--- config.mk ---
export PLATFORM = sky130hd
export DESIGN_NAME = cif_regs
export DESIGN_NICKNAME = d
export VERILOG_FILES = /design/src/cif_pkg.sv /design/src/cif_regs.sv
export SDC_FILE = /design/constraint.sdc
export NUM_CORES = 1
export LEC_CHECK = 0
export BUFFER_PORTS_ARGS = -buffer_cell sky130_fd_sc_hd__buf_2
export CORE_MARGIN = 5
export CORE_UTILIZATION = 52
export DETAILED_ROUTE_END_ITERATION = 10
export HOLD_SLACK_MARGIN = 0.02
export PLACE_DENSITY_LB_ADDON = 0.25
export SLEW_MARGIN = 25
export SYNTH_ARGS = -nofsm -noshare
export SYNTH_HDL_FRONTEND = slang
export SYNTH_SLANG_ARGS = --single-unit
export TNS_END_PERCENT = 20
--- constraint.sdc ---
create_clock -name clk -period 2 [get_ports clk]
set_input_delay 0.1 -clock clk [delete_from_list [all_inputs] [get_ports clk]]
set_output_delay 0.1 -clock clk [all_outputs]
set_load 0.02 [all_outputs]
--- src/cif_pkg.sv ---
// Notes on behaviour
// RULE_01 - Flag bit 7 is set on every change of the card busy level and cleared by a read of the flag register.
// RULE_02 - Flag bit 6 is set when a response has been received and cleared by a read of the flag register.
// RULE_03 - Flag bit 5 is set when a command has been sent and cleared by a read of the flag register.
// RULE_04 - Flag bit 4 is set when a stream or block frame ends and cleared by a read of the flag register.
// RULE_05 - Flag bit 3 rises when FIFO two fills and falls when it empties; a read leaves it alone.
// RULE_06 - Flag bit 2 rises when FIFO one fills and falls when it empties.
// RULE_07 - Flag bit 1 rises when FIFO two empties and falls when it fills.
// RULE_08 - Flag bit 0 rises when FIFO one empties and falls when it fills.
// RULE_09 - The flag register is read-only, and writes to it change no flag.
// RULE_10 - The request is high while any flag is set whose mask bit is zero; a mask bit of one blocks its flag.
// RULE_11 - The mask register comes out of reset as all ones.
// RULE_12 - Writing the command port pushes the command FIFO, reading it pops the response FIFO; it reads all ones after reset.
// RULE_13 - Writing the data port pushes the data FIFO, reading it pops it; it reads all ones after reset.
// RULE_14 - The card clock comes from an 8-bit divider register that resets to zero.
// RULE_15 - Card clock and event capture run only while the controller clock enable is high.
// RULE_16 - The command FIFO shows locked while sending, and software must not write the command port then.
// RULE_17 - The card clock rate is the peripheral clock divided by divider value plus one.
package cif_pkg;
   localparam logic [7:0] CIF_DATA_PORT_ADDR = 8'hDC;
   localparam logic [7:0] CIF_CMD_PORT_ADDR = 8'hDD;
   localparam logic [7:0] CIF_MASK_ADDR = 8'hDF;
   localparam logic [7:0] CIF_FLAGS_ADDR = 8'hE7;
   localparam logic [7:0] CIF_DIV_ADDR = 8'hED;
   localparam int CIF_BUSY_BIT = 7;
   localparam int CIF_RESP_BIT = 6;
   localparam int CIF_CMD_BIT = 5;
   localparam int CIF_FRAME_BIT = 4;
   localparam int CIF_F2_FULL_BIT = 3;
   localparam int CIF_F1_FULL_BIT = 2;
   localparam int CIF_F2_EMPTY_BIT = 1;
   localparam int CIF_F1_EMPTY_BIT = 0;
   localparam logic [7:0] CIF_READ_CLEAR_BITS = 8'hF0;
   localparam logic [7:0] CIF_PORT_RESET = 8'hFF;
   localparam logic [7:0] CIF_MASK_RESET = 8'hFF;
   localparam logic [7:0] CIF_FLAGS_RESET = 8'h00;
   localparam logic [7:0] CIF_DIV_RESET = 8'h00;
   localparam logic [7:0] CIF_UNMAPPED_READ = 8'h00;

   typedef struct packed {
      logic [7:0] addr;
      logic wr;
      logic rd;
      logic [7:0] wdata;
   } cif_sfr_req_type;

   typedef struct packed {
      logic busy_level;
      logic resp_done;
      logic cmd_done;
      logic frame_done;
      logic f2_full;
      logic f1_full;
      logic f2_empty;
      logic f1_empty;
   } cif_event_type;
endpackage

--- src/cif_regs.sv ---
`timescale 1ns/10ps
module cif_regs (
   input wire logic clk, // Peripheral clock, 100 MHz
   input wire logic rst, // Synchronous reset, active high
   input wire cif_pkg::cif_sfr_req_type sfr, // Special function register access
   output logic [7:0] sfr_rdata, // Read data, valid the cycle after rd
   input wire cif_pkg::cif_event_type evt, // Events and levels from the line engines
   input wire logic controller_clock_enable, // Controller run enable
   input wire logic cmd_sending, // Command engine is sending
   input wire logic [7:0] resp_head, // Head byte of response FIFO
   input wire logic [7:0] data_head, // Head byte of data FIFO
   output logic cmd_push, // Push pulse to command FIFO
   output logic resp_pop, // Pop pulse to response FIFO
   output logic data_push, // Push pulse to data FIFO
   output logic data_pop, // Pop pulse from data FIFO
   output logic [7:0] push_byte, // Byte carried with a push
   output logic command_fifo_lock, // Command FIFO busy
   output logic card_clk_tick, // One cycle per card clock period
   output logic card_irq // Interrupt request, active high
);
   import cif_pkg::*;

   logic [7:0] flags_r;
   logic [7:0] flags_nxt;
   logic [7:0] mask_r;
   logic [7:0] div_r;
   logic [7:0] div_cnt_r;
   logic [7:0] div_cnt_nxt;
   logic busy_prev_r;
   logic [7:0] rdata_r;
   logic [7:0] rdata_nxt;
   logic cmd_push_r;
   logic resp_pop_r;
   logic data_push_r;
   logic data_pop_r;
   logic [7:0] push_byte_r;
   logic lock_r;
   logic tick_r;
   logic irq_r;

   // ----------------------------------------------------------------
   // Address decode
   // ----------------------------------------------------------------
   function automatic logic hit(input logic [7:0] a, input logic [7:0] target);
      hit = (a == target);
   endfunction

   wire rd_flags = sfr.rd && hit(sfr.addr, CIF_FLAGS_ADDR);
   wire wr_mask = sfr.wr && hit(sfr.addr, CIF_MASK_ADDR);
   wire wr_div = sfr.wr && hit(sfr.addr, CIF_DIV_ADDR);
   // A write while locked is dropped so a half-sent command is not corrupted
   wire wr_cmd = sfr.wr && hit(sfr.addr, CIF_CMD_PORT_ADDR) && !lock_r; // see RULE_16
   wire rd_cmd = sfr.rd && hit(sfr.addr, CIF_CMD_PORT_ADDR); // see RULE_12
   wire wr_data = sfr.wr && hit(sfr.addr, CIF_DATA_PORT_ADDR); // see RULE_13
   wire rd_data = sfr.rd && hit(sfr.addr, CIF_DATA_PORT_ADDR); // see RULE_13
   wire en = controller_clock_enable; // see RULE_15

   // ----------------------------------------------------------------
   // Flag update
   // ----------------------------------------------------------------
   wire [7:0] sticky_set = en ? {evt.busy_level != busy_prev_r, evt.resp_done, evt.cmd_done, evt.frame_done, 4'h0}
                              : 8'h00; // see RULE_01
   // Set beats the read clear so no event is lost
   wire [7:0] read_clr = rd_flags ? CIF_READ_CLEAR_BITS : 8'h00; // see RULE_02
   wire f2f = evt.f2_full ? 1'b1 : (evt.f2_empty ? 1'b0 : flags_r[CIF_F2_FULL_BIT]); // see RULE_05
   wire f1f = evt.f1_full ? 1'b1 : (evt.f1_empty ? 1'b0 : flags_r[CIF_F1_FULL_BIT]); // see RULE_06
   wire f2e = evt.f2_empty ? 1'b1 : (evt.f2_full ? 1'b0 : flags_r[CIF_F2_EMPTY_BIT]); // see RULE_07
   wire f1e = evt.f1_empty ? 1'b1 : (evt.f1_full ? 1'b0 : flags_r[CIF_F1_EMPTY_BIT]); // see RULE_08
   wire [3:0] level_now = en ? {f2f, f1f, f2e, f1e} : flags_r[3:0];
   // No write path reaches the flags
   assign flags_nxt = {(flags_r[7:4] & ~read_clr[7:4]) | sticky_set[7:4], level_now}; // see RULE_09 RULE_03 RULE_04

   // ----------------------------------------------------------------
   // Read mux and card clock divider
   // ----------------------------------------------------------------
   assign rdata_nxt = rd_flags ? flags_r :
                      (sfr.rd && hit(sfr.addr, CIF_MASK_ADDR)) ? mask_r :
                      (sfr.rd && hit(sfr.addr, CIF_DIV_ADDR)) ? div_r :
                      rd_cmd ? resp_head :
                      rd_data ? data_head :
                      sfr.rd ? CIF_UNMAPPED_READ : rdata_r;
   wire div_wrap = (div_cnt_r >= div_r); // see RULE_17
   assign div_cnt_nxt = (!en || div_wrap) ? 8'h00 : div_cnt_r + 8'h01;

   // ----------------------------------------------------------------
   // Registers
   // ----------------------------------------------------------------
   always_ff @(posedge clk) begin
      if (rst) begin
         flags_r <= CIF_FLAGS_RESET;
         mask_r <= CIF_MASK_RESET; // see RULE_11
         div_r <= CIF_DIV_RESET; // see RULE_14
         div_cnt_r <= 8'h00;
         busy_prev_r <= 1'b0;
         rdata_r <= CIF_PORT_RESET; // see RULE_12 RULE_13
      end else begin
         flags_r <= flags_nxt;
         if (wr_mask) mask_r <= sfr.wdata;
         if (wr_div) div_r <= sfr.wdata; // see RULE_14
         div_cnt_r <= div_cnt_nxt;
         if (en) busy_prev_r <= evt.busy_level;
         rdata_r <= rdata_nxt;
      end
   end

   always_ff @(posedge clk) begin
      if (rst) begin
         cmd_push_r <= 1'b0;
         resp_pop_r <= 1'b0;
         data_push_r <= 1'b0;
         data_pop_r <= 1'b0;
         push_byte_r <= 8'h00;
         lock_r <= 1'b0;
         tick_r <= 1'b0;
         irq_r <= 1'b0;
      end else begin
         cmd_push_r <= wr_cmd; // see RULE_12
         resp_pop_r <= rd_cmd;
         data_push_r <= wr_data;
         data_pop_r <= rd_data;
         if (wr_cmd || wr_data) push_byte_r <= sfr.wdata;
         lock_r <= cmd_sending; // see RULE_16
         tick_r <= en && div_wrap; // see RULE_15
         irq_r <= |(flags_r & ~mask_r); // see RULE_10
      end
   end

   assign sfr_rdata = rdata_r;
   assign cmd_push = cmd_push_r;
   assign resp_pop = resp_pop_r;
   assign data_push = data_push_r;
   assign data_pop = data_pop_r;
   assign push_byte = push_byte_r;
   assign command_fifo_lock = lock_r;
   assign card_clk_tick = tick_r;
   assign card_irq = irq_r;
endmodule

==> qor.yml, run 1 <==
outcome:
  status: "complete, no violations"
synth:
  synth-edff-count: 0
  synth_fp_nets: 352
  synth_cell_types: 40
  synthFlopType: "dfxtp_1"
  yosysSeqAreaShare: 0.432
  syn_area_um2: 2600
  synth_area_per_cell_um2: 8.75
  syn_inst: 297
  ys_ff_latch: 56
  ys_warn_count: 0
  synthArstFlopShare: 0
clock_tree:
  clkLatencyLatePin_ns: 0.31
  cts_root_buf: "clkbuf_8"
  cts_tree: "done"
  cts_made_buffers: 5
  h-tree-depth: 2
  path_clk_slew_ns: 0.10
  cts_buffer_depth: 2
  clock-sinks: 56
finish:
  multiInputGateArea_um2: 1340
  drive_gt1_frac: 0.244
  antennaDiodeCount: 0
  n_fill_cell: 416
  area_delta_synth_final_pct: 20.1
  stdcell_count: 436
  layout.nets: 423
  regArea_um2: 1120
global_route:
  grt_start_max_net_pins: 38
  overflow: 0
  grt_usage: 0.204
  first_global_vias: 2141
  grt_pass1_wl_um: 10300
  antenna_found_initial: 0
routing:
  routed_wl_um: 6300
  via_count: 2367
  routedWlPerCell_um: 14.4
  dr.pass1.iters: 4
  first_iter_violations: 129
  drc: 0
  routed_via_density: 5.43
  ant_nets: 0
timing:
  fmax_mhz: 554
  period_share: 0.903
  final_hold_viol_count: 0
  rsz0062_at_grt: "false"
  tightest_slew_ns: 0.565
  setup_viol: 0
  skew_ns: 0.00842
  drv_slew: 0
  fin_crit_ns: 1.81
  max-slew-margin-rel: 0.622
  tns_ns: 0
setup_path:
  cp_max_fo: 8
  r2r_slack_ns: 0.19
  path_class: "register to register"
  cp_data_arrival_time_ns: 2.05
  crit_chain: "inv_1 > ha_1 > nand2b_1 > a21o_1 > a211oi_1 > o2111ai_2 > nor2_1"
  cpMaxStageDelayCell: "dfxtp_1"
  slowest_delay_ns: 0.34
  worstPathRequired_ns: 2.24
  start_kind: "register"
  end_kind: "register"
placed_design:
  dp_cells: 427
  hpwl_um: 4850
  port_buffers: 68
  place_congestion: 0.827
floorplan:
  start_util: 0.543
  pin_count: 69
  die_area_um2: 6510
  num_rows: 25
  die_x_um: 80.7
  coreArea_um2: 4790
  die_y_um: 80.7
pwr:
  vdd.ir_drop.worst_uv: 446
  leakagePower_uw: 0.00138
  power_density_nw_per_um2: 631
flow_run:
  maxCapViolations: 0
worst_hold_path:
  hp-class: "input port to register"
## cell families after synthesis
logic type	synth area share
AO/OA/AOI/OAI	0.201
XOR/XNOR	0.0236
adder cells (fa/ha/maj)	0.0434
buffers and inverters	0.0549
flip-flops	0.432
multiplexers	0.0655
AND/OR/NAND/NOR	0.180
## registers in the layout, indices dropped and copies added, names as in the netlist
name               flops
cmd_push               1
busy_prev_r            1
div_r                  8
flags_r                8
sfr_rdata              8
data_pop               1
card_clk_tick          1
resp_pop               1
command_fifo_lock      1
div_cnt_r              8
mask_r                 8
data_push              1
card_irq               1
push_byte              8
## final timing paths
path,from,end,cells after the start
setup reg to reg,div_cnt_r[0]$_SDFF_PP0_,div_cnt_r[7]$_SDFF_PP0_,7
hold reg to reg,sfr_rdata[3]$_SDFFE_PP1P_,sfr_rdata[3]$_SDFFE_PP1P_,2
hold / removal,sfr[11],data_pop$_SDFF_PP0_,2
setup / recovery,div_cnt_r[0]$_SDFF_PP0_,div_cnt_r[7]$_SDFF_PP0_,7
## critical path: cells and delay by family, from the launching register on
kind	cells	cell delay [ns]
buffers and inverters	1	0.04
AOI/OAI and AO/OA	3	0.79
and+or+nand+nor	2	0.32
adders and majority gates	1	0.25
DFF	1	0.34
## area by class of cell
cell class                      instances  area share
Timing Repair Buffer                   77       0.132
Multi-Input combinational cell        207       0.429
Tap cell                               67      0.0269
Sequential cell                        56       0.359
Clock buffer                            6      0.0233
Inverter                               21      0.0253
Clock inverter                          2     0.00441
## cells in the final DEF (no fill, tap or decap), drive strengths merged
master       count
a211oi           1
and3             4
dfxtp           56
o2111ai          1
a21o             3
nand4            2
clkbuf           6
or3              2
xor2             6
a211o            1
o21ai            9
a221oi           2
nor2b            3
nor4             3
a22oi            4
nor3             2
nand3            9
or2              2
o2bb2ai          8
dlygate4sd3      1
clkinv           2
o211ai          20
mux2i           17
inv             21
ha               9
a21oi           30
nor4b            1
o22ai            2
nand2b           2
xnor2            1
nor3b            1
nand2           25
nor2            34
buf             76
and4b            1
nand4b           2
## per-stage QoR
| stage | area [um2] | worst slack (ns) | util | power (uW) | hold slack, ns |
|---|---|---|---|---|---|
| CTS | 3110 | 0.132 | 0.651 | 1990 | 0.0201 |
| global placement | 3020 | 0.231 | 0.631 | 1370 | 0.314 |
| floorplan | 2600 | 0.300 | - | 1280 | 0.177 |
| detailed placement | 3020 | 0.159 | 0.631 | 1380 | 0.323 |
| global route | 3120 | 0.0683 | 0.652 | 2070 | 0.0256 |
| finish | 3120 | 0.195 | 0.652 | 1970 | 0.0346 |
## routing by layer
layer	global-route usage	part of all wire	up-vias
li1	-	-	1201
met1	0.285	0.45	1078
met3	0.0426	0.082	6
met5	0	0	-
met2	0.318	0.46	82
met4	0.0557	0.0081	0
## synth_stat cells (6+ instances only)
cell type / number / share of area
inv_1: 20 / 0.029
mux2i_1: 17 / 0.066
xor2_1: 6 / 0.020
nor2_1: 34 / 0.049
o211ai_1: 20 / 0.058
nand3_1: 9 / 0.017
nand2_1: 25 / 0.036
dfxtp_1: 56 / 0.43
ha_1: 9 / 0.043
o21ai_0: 9 / 0.017
o2bb2ai_1: 8 / 0.027
a21oi_1: 30 / 0.058
clkbuf_1: 7 / 0.010
## where the power goes
part	internal, uW	switching, uW
Combinational	79.4	115
Sequential	1140	17.9
Clock	251	365
## what timing repair did
action                                 in CTS  in global routing
buffers inserted                            0                  0
hold buffers                                1                  0
setup endpoints to repair                   0                  6
gates resized for setup                     0                  1
endpoints found under the hold margin       1                  0
Power figures use the tool's default switching activity.
==> run 2, diff against run 1 <==
--- a/config.mk
+++ b/config.mk
@@ -6,7 +6,7 @@
 export NUM_CORES = 1
 export LEC_CHECK = 0
 export BUFFER_PORTS_ARGS = -buffer_cell sky130_fd_sc_hd__buf_2
-export CORE_MARGIN = 5
+export CORE_MARGIN = 1.5
 export CORE_UTILIZATION = 52
 export DETAILED_ROUTE_END_ITERATION = 10
 export HOLD_SLACK_MARGIN = 0.02
==> qor.yml, run 2 (synthesized netlist as in run 1, its figures left out) <==
global_route:
  grt_use_met3: 0.0439  # +0.00129
  antenna_found_initial: 0  # unchanged
  first_global_vias: 2190  # +2.3%
  met2_usage: 0.392  # +0.0745
  grt_pass1_wl_um: 10300  # -0.27%
  use_met1: 0.337  # +0.0516
  grt_usage: 0.247  # +0.0428
  overflow: 0  # unchanged
  grt_start_max_net_pins: 37  # -2.6%
  grt_most_used_layer: "met2"
placed_design:
  hpwl_um: 4850  # about the same
  place_congestion: 0.872  # +5.4%
  port_buffers: 68  # unchanged
routing:
  routed_via_density: 5.49  # +1.0%
  first_iter_violations: 140  # +8.5%
  routedWlPerCell_um: 14.6  # +1.4%
  routed_wl_um: 6400  # +1.6%
  via_count: 2397  # +1.3%
  ant_nets: 0  # unchanged
  dr.pass1.iters: 4  # unchanged
  drc: 0  # unchanged
setup_path:
  cp_data_arrival_time_ns: 2.07  # +0.02 ns
  worstPathRequired_ns: 2.25  # about the same
  r2r_slack_ns: 0.18  # -0.02 ns
  crit_chain: "inv_1 > ha_1 > a21o_1 > a21o_1 > a21oi_1 > o2111ai_1 > nor2_1"
  slowest_delay_ns: 0.37  # +0.03 ns
  crit_top_cell: "a21o_1"
  start_kind: "register"
  path_class: "register to register"
  cpMaxStageDelayCell: "dfxtp_1"
  critPathTopFamily: "compound AO/OA/AOI/OAI gates"
  critPathBufInv: 1  # unchanged
  end_kind: "register"
  cp_max_fo: 8  # unchanged
clock_tree:
  cts_tree: "done"
  cts_setup_buffers: 0  # unchanged
  h-tree-depth: 2  # unchanged
  clock-sinks: 56  # unchanged
  cts_buffer_depth: 2  # unchanged
  cts_made_buffers: 5  # unchanged
  cts_root_buf: "clkbuf_8"
  path_clk_slew_ns: 0.10  # about the same
  clkLatencyLatePin_ns: 0.32  # about the same
outcome:
  status: "complete, no violations"
timing:
  tns_ns: 0  # unchanged
  period_share: 0.910  # +0.00776
  final_hold_viol_count: 0  # unchanged
  rsz0062_at_grt: "false"
  fmax_mhz: 549  # -0.85%
  whs_ns: 0.0232  # -0.0113 ns
  setup_viol: 0  # unchanged
  tightest_slew_ns: 0.609  # +0.0442 ns
  fin_crit_ns: 1.82  # +0.0155 ns
  skew_ns: 0.00892  # +0.000494 ns
  max-slew-margin-rel: 0.594  # -0.0286
  drv_slew: 0  # unchanged
finish:
  final_common_cell: "buf_2"
  utilization: 0.658  # +0.00561
  final_cell_mix: "68 x buf_2, 56 x dfxtp_1, 34 x nor2_1"
  layout.nets: 424  # +0.24%
  drive_gt1_frac: 0.243  # -0.000659
  area_delta_synth_final_pct: 20.4
  antennaDiodeCount: 0  # unchanged
  n_fill_cell: 449  # +7.9%
pwr:
  vdd.ir_drop.worst_uv: 484  # +8.5%
  leakagePower_uw: 0.00138  # +0.44%
  power_density_nw_per_um2: 633  # +0.23%
floorplan:
  pin_count: 69  # unchanged
  coreArea_um2: 4750  # -0.65%
  die_y_um: 73.7  # -8.7%
  die_x_um: 73.7  # -8.7%
  die_area_um2: 5430  # -17%
  num_rows: 25  # unchanged
  start_util: 0.546  # +0.00357
flow_run:
  maxCapViolations: 0  # unchanged
worst_hold_path:
  hp-class: "input port to register"
## run 2: cell types whose count changed in the layout (fill, tap and decap cells not counted)
| cell | previous run | this run |
|---|---|---|
| dlygate4sd3_1 | 1 | 2 |
| o2111ai_2 | 1 | 0 |
| or2_4 | 0 | 1 |
| or2_1 | 1 | 0 |
| o2111ai_1 | 0 | 1 |
## run 2: stage by stage
step | setup WS (ns) | instances | power [uW] | area (um2)
2_1_floorplan | 0.300 | 297 | 1280 | 2600
3_3_place_gp | 0.252 | 427 | 1370 | 3020
3_5_place_dp | 0.203 | 427 | 1380 | 3020
4_1_cts | 0.137 | 437 | 1990 | 3120
5_1_grt | 0.0502 | 437 | 2060 | 3130
6_report | 0.179 | 437 | 1980 | 3130
## run 2: path summary, 6_finish.rpt
check | from | end | cells after the start
worst min-delay path | sfr[10] | data_pop$_SDFF_PP0_ | 2
worst min register to register | sfr_rdata[1]$_SDFFE_PP1P_ | sfr_rdata[1]$_SDFFE_PP1P_ | 2
worst max-delay path | div_r[5]$_SDFFE_PP0P_ | div_cnt_r[3]$_SDFF_PP0_ | 7
worst max register to register | div_r[5]$_SDFFE_PP0P_ | div_cnt_r[3]$_SDFF_PP0_ | 7
## run 2: timing repair
item / CTS / global route
resized for setup: 0 / 1
hold buffers: 2 / 0
endpoints found under the setup margin: 0 / 4
hold endpoints to repair: 2 / 0
## run 2: metal layers
layer  routed length (um)  share of wire
met1                 2910           0.45
met2                 3030           0.47
met3                  367          0.057
met4                   95          0.015
met5                    0              0
## run 2: cell type report
cell class	instances	area [um2]	share of cell area
Clock inverter	2	13.8	0.00440
Sequential cell	56	1120	0.359
Timing Repair Buffer	78	420	0.134
Clock buffer	6	72.6	0.0232
Tap cell	67	83.8	0.0268
Inverter	21	78.8	0.0252
Multi-Input combinational cell	207	1340	0.427
## run 2: power by group
| group | internal (uW) | switching, uW |
|---|---|---|
| sequential | 1140 | 18.1 |
| combinational | 80.7 | 116 |
| clock | 251 | 371 |
| total | 1470 | 505 |
